$ cat config.mk
export PLATFORM = sky130hd
export DESIGN_NAME = fcs_config
export DESIGN_NICKNAME = d
export VERILOG_FILES = /design/src/inc/fcs_pkg.sv /design/src/fcs_config.sv
export SDC_FILE = /design/constraint.sdc
export NUM_CORES = 2
export LEC_CHECK = 0
export BUFFER_PORTS_ARGS = -buffer_cell sky130_fd_sc_hd__clkbuf_2
export CAP_MARGIN = 20
export CORE_MARGIN = 2
export CORE_UTILIZATION = 30
export CTS_BUF_LIST = sky130_fd_sc_hd__clkbuf_4 sky130_fd_sc_hd__clkbuf_8
export CTS_CLUSTER_DIAMETER = 200
export DETAILED_ROUTE_END_ITERATION = 8
export SYNTH_ARGS = -nofsm -noshare
export SYNTH_HDL_FRONTEND = slang
export SYNTH_SLANG_ARGS = --single-unit
$ cat constraint.sdc
create_clock -name sys_clk_i -period 9.65 [get_ports sys_clk_i]
set_input_delay 1.4475 -clock sys_clk_i [delete_from_list [all_inputs] [get_ports sys_clk_i]]
set_output_delay 1.4475 -clock sys_clk_i [all_outputs]
set_load 0.01 [all_outputs]
$ cat src/inc/fcs_pkg.sv
// Notes on behaviour
// - Outputs alternate floor and ceiling divide ratios
// - Phase error tracked and corrected each edge
// - Output rate equals ref times N over PM
// - Dividers: 10-bit integer, 30-bit num/den
// - Four independent output dividers from VCO
// - Each output set independently, 1-200 MHz
// - Reset copies OTP store into working registers
// - OTP store programmable once only
// - Host changes working registers; device applies them
// - Single output change leaves others undisturbed
// - Reconfigured divider loses alignment until realign
// - Soft reset realigns, outputs off meanwhile
package fcs_pkg;
    // *************************************************
    // Widths and layout
    // *************************************************
    localparam int INT_W    = 10;
    localparam int FRAC_W   = 30;
    localparam int NUM_OUT  = 4;
    localparam int NUM_DIV  = 5;           // 4 outputs + feedback
    localparam int FB_IDX   = 4;
    localparam int BYTES    = 9;           // 10+30+30 bits -> 9 bytes
    localparam int BYTE_W   = 4;           // byte index width
    localparam int SEL_W    = 3;
    localparam int ACC_W    = 31;
    localparam int CNT_W    = 11;
    localparam logic [8:0] ALL_BYTES = 9'h1FF;
    localparam int REALIGN_CYC = 16;       // outputs off during realign
    localparam logic [4:0] REALIGN_LAST = 5'(REALIGN_CYC - 1);

    // Integer part plus numerator over denominator
    typedef struct packed {
        logic [INT_W-1:0]  int_part;
        logic [FRAC_W-1:0] num;
        logic [FRAC_W-1:0] den;
    } fcs_ratio_s;

    typedef enum logic [1:0] {ST_IDLE, ST_LOAD, ST_RUN, ST_ALIGN}
        fcs_state_e;
endpackage

$ cat src/fcs_config.sv
`timescale 1ns/1ns
module fcs_config
    import fcs_pkg::*;
(
    input  wire logic                       sys_clk_i,     // System clock
    input  wire logic                       arst_n_i,      // Async reset
    input  wire logic                       vco_clk_en_i,  // VCO tick
    input  wire logic [NUM_DIV*72-1:0]      otp_image_i,   // OTP contents
    input  wire logic                       otp_blank_i,   // OTP unused
    input  wire logic                       otp_prog_i,    // Burn request
    input  wire logic                       wr_en_i,       // Byte write
    input  wire logic [SEL_W-1:0]           wr_sel_i,      // Divider select
    input  wire logic [BYTE_W-1:0]          wr_byte_i,     // Byte index
    input  wire logic [7:0]                 wr_data_i,     // Byte data
    input  wire logic [NUM_OUT-1:0]         out_en_i,      // Output enables
    input  wire logic                       soft_reset_i,  // Realign cmd
    output logic [NUM_OUT-1:0]              clk_o,         // Output clocks
    output logic [NUM_OUT-1:0]              aligned_o,     // Skew aligned
    output logic                            otp_burnt_o,   // OTP written
    output logic                            ready_o        // Config loaded
);
    // *************************************************
    // Storage
    // *************************************************
    fcs_state_e           state_q;
    logic [71:0]          otp_q   [NUM_DIV];
    logic [71:0]          stage_q [NUM_DIV];
    logic [8:0]           seen_q  [NUM_DIV];
    fcs_ratio_s           act_q   [NUM_DIV];
    logic [CNT_W-1:0]     cnt_q   [NUM_OUT];
    logic [ACC_W-1:0]     acc_q   [NUM_OUT];
    logic [NUM_OUT-1:0]   tog_q;
    logic [4:0]           align_q;
    logic [NUM_DIV-1:0]   commit;
    logic                 burnt_q;

    // Pending ratio complete when all 9 bytes written
    function automatic logic full(input logic [8:0] s);
        return s == ALL_BYTES;
    endfunction

    always_comb begin
        for (int d = 0; d < NUM_DIV; d++) begin
            commit[d] = (state_q == ST_RUN) && full(seen_q[d]);
        end
    end

    // *************************************************
    // Load sequence and realignment
    // *************************************************
    always_ff @(posedge sys_clk_i or negedge arst_n_i) begin
        if (!arst_n_i) begin
            state_q <= ST_IDLE;
            align_q <= '0;
        end else begin
            case (state_q)
                ST_IDLE: state_q <= ST_LOAD;
                ST_LOAD: state_q <= ST_RUN;
                ST_RUN: begin
                    if (soft_reset_i) begin
                        state_q <= ST_ALIGN;
                        align_q <= '0;
                    end
                end
                ST_ALIGN: begin
                    align_q <= align_q + 5'h01;
                    if (align_q == REALIGN_LAST) state_q <= ST_RUN;
                end
                default: state_q <= ST_IDLE;
            endcase
        end
    end

    // One-time store: burns once from the working set
    always_ff @(posedge sys_clk_i or negedge arst_n_i) begin
        if (!arst_n_i) begin
            burnt_q <= 1'b0;
            for (int d = 0; d < NUM_DIV; d++) otp_q[d] <= '0;
        end else if (state_q == ST_IDLE) begin
            burnt_q <= !otp_blank_i;
            for (int d = 0; d < NUM_DIV; d++)
                otp_q[d] <= otp_image_i[d*72 +: 72];
        end else if (otp_prog_i && !burnt_q) begin
            burnt_q <= 1'b1;
            for (int d = 0; d < NUM_DIV; d++)
                otp_q[d] <= {2'b00, act_q[d]};
        end
    end

    // Byte staging; a divider byte set commits atomically
    always_ff @(posedge sys_clk_i or negedge arst_n_i) begin
        if (!arst_n_i) begin
            for (int d = 0; d < NUM_DIV; d++) begin
                stage_q[d] <= '0;
                seen_q[d]  <= '0;
            end
        end else begin
            for (int d = 0; d < NUM_DIV; d++) begin
                if (commit[d]) seen_q[d] <= '0;
                if (wr_en_i && state_q == ST_RUN && wr_sel_i == SEL_W'(d)
                    && wr_byte_i < BYTE_W'(BYTES)) begin
                    stage_q[d][wr_byte_i*8 +: 8] <= wr_data_i;
                    seen_q[d][wr_byte_i] <= 1'b1;
                end
            end
        end
    end

    // Active ratios: OTP copy at load, then full commits only
    always_ff @(posedge sys_clk_i or negedge arst_n_i) begin
        if (!arst_n_i) begin
            for (int d = 0; d < NUM_DIV; d++) act_q[d] <= '0;
        end else begin
            for (int d = 0; d < NUM_DIV; d++) begin
                if (state_q == ST_LOAD)
                    act_q[d] <= fcs_ratio_s'(otp_q[d][69:0]);
                else if (commit[d])
                    act_q[d] <= fcs_ratio_s'(stage_q[d][69:0]);
            end
        end
    end

    // *************************************************
    // Fractional output dividers
    // *************************************************
    // Frequency is set by the pair of counts chosen; the feedback
    // ratio is not used here, and the VCO tick is supplied from outside.
    always_ff @(posedge sys_clk_i or negedge arst_n_i) begin
        if (!arst_n_i) begin
            for (int o = 0; o < NUM_OUT; o++) begin
                cnt_q[o] <= '0;
                acc_q[o] <= '0;
            end
            tog_q <= '0;
        end else begin
            for (int o = 0; o < NUM_OUT; o++) begin
                if (state_q != ST_RUN || commit[o]) begin
                    cnt_q[o] <= '0;
                    acc_q[o] <= '0;
                    tog_q[o] <= 1'b0;
                end else if (vco_clk_en_i) begin
                    if (cnt_q[o] + CNT_W'(1) >=
                        {1'b0, act_q[o].int_part} +
                        CNT_W'(acc_q[o] + {1'b0, act_q[o].num}
                               >= {1'b0, act_q[o].den}
                               && act_q[o].den != '0)) begin
                        cnt_q[o] <= '0;
                        tog_q[o] <= ~tog_q[o];
                        // Phase error residue carried to next cycle
                        if (act_q[o].den != '0 &&
                            acc_q[o] + {1'b0, act_q[o].num}
                            >= {1'b0, act_q[o].den})
                            acc_q[o] <= acc_q[o] + {1'b0, act_q[o].num}
                                        - {1'b0, act_q[o].den};
                        else
                            acc_q[o] <= acc_q[o] + {1'b0, act_q[o].num};
                    end else begin
                        cnt_q[o] <= cnt_q[o] + CNT_W'(1);
                    end
                end
            end
        end
    end

    // *************************************************
    // Outputs
    // *************************************************
    always_ff @(posedge sys_clk_i or negedge arst_n_i) begin
        if (!arst_n_i) begin
            clk_o       <= '0;
            aligned_o   <= '0;
            otp_burnt_o <= 1'b0;
            ready_o     <= 1'b0;
        end else begin
            // All off during realign independent enables
            clk_o       <= (state_q == ST_RUN) ? (tog_q & out_en_i) : '0;
            otp_burnt_o <= burnt_q;
            ready_o     <= (state_q == ST_RUN);
            for (int o = 0; o < NUM_OUT; o++) begin
                if (state_q == ST_LOAD || state_q == ST_ALIGN)
                    aligned_o[o] <= 1'b1;
                else if (commit[o])
                    aligned_o[o] <= 1'b0;
            end
        end
    end
endmodule // fcs_config

Word level (Yosys, flattened, before mapping)

Cells that the tools add are included.

Register bits after elaboration: 1,295
Bits of input ports: 386
Output and inout bits: 10
Logic and storage cells: 254

Add/subtract/negate cells: 18
$lt $le $gt $ge: 11
Eq/ne operators: 16
Shift-type cells: 2
Multiplexer cells: 85
Bitwise operators: 10
Reduce and logical (&&, ||, !) cells: 60

Operators with widths:

| cell                                                                    | count |
|---|---|
| 358-bit 2-to-1 mux                                                      | 2 |
| 70-bit 2-to-1 mux                                                       | 10 |
| 31-bit 2-to-1 mux                                                       | 16 |
| 72-bit bitwise mux                                                      | 5 |
| 11-bit 2-to-1 mux                                                       | 12 |
| 31-bit by 30-bit adder with 31-bit output                               | 4 |
| 31-bit by 30-bit greater-or-equal comparator with 1-bit output          | 4 |
| 31-bit by 30-bit subtractor with 31-bit output                          | 4 |
| 30-bit nonzero test                                                     | 4 |
| 9-bit 2-to-1 mux                                                        | 10 |
| 8-bit by 34-bit variable shift with 72-bit output, first input constant | 1 |
| 8-bit by 34-bit indexed part select with 72-bit output                  | 1 |
| 9-bit equality test, second input constant                              | 5 |
| 9-bit OR                                                                | 5 |
| 10-bit by 1-bit adder with 11-bit output                                | 4 |
| 11-bit by 1-bit adder with 11-bit output, second input constant         | 4 |
| 11-bit greater-or-equal comparator                                      | 4 |
| 2-bit nonzero test                                                      | 19 |
| 7-bit negation with 34-bit output                                       | 1 |
| 1-bit 2-to-1 mux                                                        | 23 |
| 1-bit logical AND                                                       | 22 |
| 2-bit AND reduction                                                     | 6 |
| 5-bit case mux with 2 select lines                                      | 1 |
| 2-bit case mux with 4 select lines                                      | 1 |
| 21 further kinds                                                        | 34 |

Longest topological paths before layout

Word-level depth: 8
Mapped depth: 38
Mapped depth without buffers: 37

Least setup slack after synthesis

Ideal clock, no wire load.

Path kind: register -> register
Start: reg act_q[100] (netlist name)
End: reg acc_q[28] (netlist name)
Setup time: 0.126 ns
Data arrival time: 7.376 ns
Required time: 9.524 ns
Path slack: 2.148 ns
Cell stages (with the launch flop): 34
Buffers on the path: 2
Clock period less this slack: 7.502 ns
Path through: dfrtp_1 ha_1 inv_1 fa_1 nor2b_1 o31a_1 o31a_1 o31a_1 o21a_1 a41oi_1 xnor2_1 ha_1 clkbuf_1 nand2_1 or3_1 o41a_1 o2111ai_1 a31oi_1 o21a_1 a21oi_1 buf_2 ha_1 ha_1 nand3_1 or3_1 xor2_1 ha_1 and4_1 a41oi_1 nor2_1 o41ai_1 nor2_1 and2_1 a221o_1

Cells in the longest elaborated chain, start to end: 7
Elaborated cells between the ends (all ways): 12
Those cells by class: 3 x add/sub; 2 x order compare; 4 x mux; 3 x reduce/logical

RTL lines:

| element                                                                              | RTL line                             | source |
|---|---|---|
| start, declared                                                                      | fcs_config.sv:29                     | `fcs_ratio_s act_q [NUM_DIV];` |
| start signal, assigned by index                                                      | fcs_config.sv:116                    | `act_q[d] <= fcs_ratio_s'(otp_q[d][69:0]);` |
| start signal, assigned by index                                                      | fcs_config.sv:118                    | `act_q[d] <= fcs_ratio_s'(stage_q[d][69:0]);` |
| 31-bit by 30-bit adder with 31-bit output (*)                                        | n/a                                  |  |
| 31-bit by 30-bit greater-or-equal comparator with 1-bit output                       | fcs_config.sv:145, fcs_config.sv:152 |  |
| 1-bit logical AND                                                                    | fcs_config.sv:146, fcs_config.sv:150 |  |
| 10-bit by 1-bit adder with 11-bit output / 31-bit 2-to-1 mux (equally long branches) | fcs_config.sv:143, fcs_config.sv:150 |  |
| 11-bit greater-or-equal comparator / 31-bit 2-to-1 mux (equally long branches)       | fcs_config.sv:142                    | `if (cnt_q[o] + CNT_W'(1) >=` |
| 2-bit nonzero test (no source line) / 31-bit 2-to-1 mux (equally long branches)      | n/a                                  |  |
| 2-bit AND reduction (no source line) / 31-bit 2-to-1 mux (equally long branches)     | n/a                                  |  |
| end signal, assigned by index                                                        | fcs_config.sv:153                    | `acc_q[o] <= acc_q[o] + {1'b0, act_q[o].num}` |
| end signal, assigned by index                                                        | fcs_config.sv:156                    | `acc_q[o] <= acc_q[o] + {1'b0, act_q[o].num};` |
| end, declared                                                                        | fcs_config.sv:31                     | `logic [ACC_W-1:0] acc_q [NUM_OUT];` |

Mark *: on every way between the ends. The rest lies on a longest branch, timed or not. The select of a mux whose other input is x is not followed.
A chain may end at the register's enable or synchronous reset.

Final worst setup path

Same ends and word-level chain as after synthesis.

==> results.cfg <==
[status]
status = finished clean

[die]
floorplan.initialDensity_pct = 30.2
ioPinCount = 396
die-area_sq_um = 203000
die_h_um = 451
row_count = 163
core_region_area_sq_um = 198000
die_w_um = 451

[yosys]
seq_area_frac_synth_pct = 44.6
ys_top_cells_by_area = dfrtp_1 (45%), nand2_1 (9.3%), o21ai_0 (6.7%), ha_1 (6.3%), mux2i_1 (6.0%)
synth-edff-count = 0
synth_top_flop_cell = dfrtp_1
syn_area_per_cell_sq_um = 8.80
syn_nets = 7497
synthTopCellsByCount = nand2_1 (1485), dfrtp_1 (1066), o21ai_0 (796)
ys_warn_count = 0
synth_top_area_share_pct = 44.6
ys_types = 84
synthMostInstantiatedCell = nand2_1
synthesis.area_sq_um = 59800
synth_largest_area_cell = dfrtp_1
syn_inst = 6800
async_flop_share_pct = 100
synth_seq_cells = 1066

[sta]
setup_viol = 0
hold_violations = 0
relSlewSlack_pct = 14.9
maxSlewViolCount = 0
setup-tns-final_ns = 0
rsz0062_at_grt = no
fmax_ghz = 0.116
setup_slack_ns = 1.06
period_share_pct = 89.0
period_needed_ns = 8.59
finClkSkew_ns = 0.0505
tightest_slew_ns = 1.28

[clock_network]
cts_tree = done
cts.clk_slew.worst_paths_ns = 0.06
cts_hold_buf = 0
post_cts_resized = 0
cts_buffers = 192
cts_buffer_depth = 3
htreeDepth = 4
cts_root_buf = clkbuf_8
cts_setup_buffers = 0
cts.sinks = 1066
clkLatencyLatePin_ns = 0.98

[finish]
num-nets-final = 7736
drive_gt1_share_pct = 11.6
final.fill_count = 20554
area_growth_pct = 14.4

[place]
post-dp-hpwl_um = 153000
port_buffers = 315
pre_cts_ws_ns = 1.21
gp_congestion = 0.939

[worst_hold_path]
hold_depth = 2
min-delay-path-class = reg2reg
hp-start = otp_q[132]$_DFFE_PN0P_

[detailed_routing]
drt_first_pass_iters = 6
drc = 0
wl_met3_um = 13200
vias = 51279
wl_um = 214000
drt_iter0_markers = 4527
via_per_inst = 5.21
ant_nets = 0
route.met2.wl_um = 96000
top_layer_used = met5
wl_met1_um = 88700
detail_route.wl_per_cell_um = 21.7

[pwr]
p_leak_nw = 30.4
irDropWorstVdd_mv = 0.151
total_power_mw = 10.1
powerDensity_nw_per_um2 = 147

[worst_setup_path]
endpoint_kind = flop
r2r_start = act_q[100]$_DFFE_PN0P_
critPathLaunch = act_q[100]$_DFFE_PN0P_
worstPathRequired_ns = 10.46
max_stage_delay_ns = 0.76
critPathKind = reg2reg
reg2regPathDepth = 32
cp_slowest_cell = a2111oi_0
worst-path-max-fanout = 12
crit_arrival_ns = 9.39
critPathLaunchType = flop

[run]
cap_violations = 0

[global_routing]
first_global_vias = 49650
grt_max_degree = 243
globalRoute.totalOverflow = 0
antenna_found_initial = 27
grt_pass1_wl_um = 317000
grt_util_all_layers_pct = 20.6
-- state kept, by name, summed over array words and instances (netlist names) --
register     count
stage_q        280
tog_q            4
align_q          5
seen_q          36
state_q          2
otp_burnt_o      1
aligned_o        4
cnt_q           44
ready_o          1
acc_q          124
burnt_q          1
act_q          280
clk_o            4
otp_q          280
-- worst max-delay path, delay by kind of cell, from the launching register on --
| family | cells | cell delay (ns) |
|---|---|---|
| AO/OA/AOI/OAI | 18 | 4.64 |
| adder cells (fa/ha/maj) | 6 | 1.57 |
| AND/OR/NAND/NOR | 5 | 1.54 |
| flip-flops | 1 | 0.40 |
| XOR/XNOR | 1 | 0.18 |
| buffers and inverters | 2 | 0.12 |
-- area by class of cell --
type,count,area [sq um],share of cell area [%]
timing repair buffer,380,2200,3.21
sequential,1066,26700,39.0
clock buffer,290,3700,5.40
inverter,215,807,1.18
tap,2640,3300,4.83
multi-input combinational,5184,31200,45.5
antenna,26,65.1,0.0951
clock inverter,49,517,0.755
-- cell families (layout without fill, tap and decap cells) --
group	count (synthesis)	count (layout)	share of synthesized area, %
adders and majority gates	311	311	6.61
DFF	1066	1066	44.6
other	0	26	0
buffers and inverters	550	934	3.54
and+or+nand+nor	2435	2435	16.9
xor gates and xnor gates	277	277	4.06
AOI/OAI and AO/OA	1737	1737	17.1
muxes	424	424	7.23
-- path summary, 6_finish.rpt --
path / slack (ns) / end
min in group asynchronous: 0.47 / acc_q[84]$_DFFE_PN0P_
max in group asynchronous: 7.01 / stage_q[122]$_DFFE_PN0P_
worst min-delay path: 0.45 / act_q[130]$_DFFE_PN0P_
worst max-delay path: 1.06 / acc_q[28]$_DFFE_PN0P_
worst max register to register: 1.06 / acc_q[28]$_DFFE_PN0P_
worst min register to register: 0.45 / act_q[130]$_DFFE_PN0P_
-- power breakdown --
part           internal, mW  switching (mW)
combinational         0.194           0.490
clock                  2.62            2.09
sequential             4.61          0.0813
-- metrics by stage --
stage	util [%]	hold WS, ns	instance area, sq um	instances
after floorplan	-	0.382	59800	6800
after global placement	32.4	0.457	64100	9482
after detailed placement	32.4	0.463	64100	9482
after CTS	34.5	0.435	68300	9821
after global routing	34.6	0.458	68400	9831
final	34.6	0.449	68400	9850
-- placed cells by master, fill, tap and decap left out, types with 11 or more instances in the layout --
cell type / count
a211oi_1: 33
a21o_1: 97
a21oi_1: 235
a31oi_1: 308
and2_1: 20
and3_1: 45
and4_1: 12
buf_4: 57
clkbuf_2: 314
clkbuf_4: 47
clkbuf_8: 243
clkinv_2: 26
dfrtp_1: 1066
diode_2: 26
ha_1: 303
inv_1: 215
mux2_2: 65
mux2i_1: 359
nand2_1: 1477
nand2b_1: 46
nand3_1: 108
nand4_1: 39
nor2_1: 518
nor2b_1: 39
nor3_1: 38
nor4_1: 38
o211ai_1: 17
o21a_1: 42
o21ai_0: 796
o21ai_1: 37
o21bai_1: 31
o31a_1: 11
or3_1: 18
xnor2_1: 182
xor2_1: 95
-- per-layer routing --
metal	up-vias	track usage (%)
li1	24159	-
met1	25063	26.3
met2	1609	32.2
met3	439	3.44
met4	9	13.3
met5	-	0
Power figures use the tool's default switching activity.
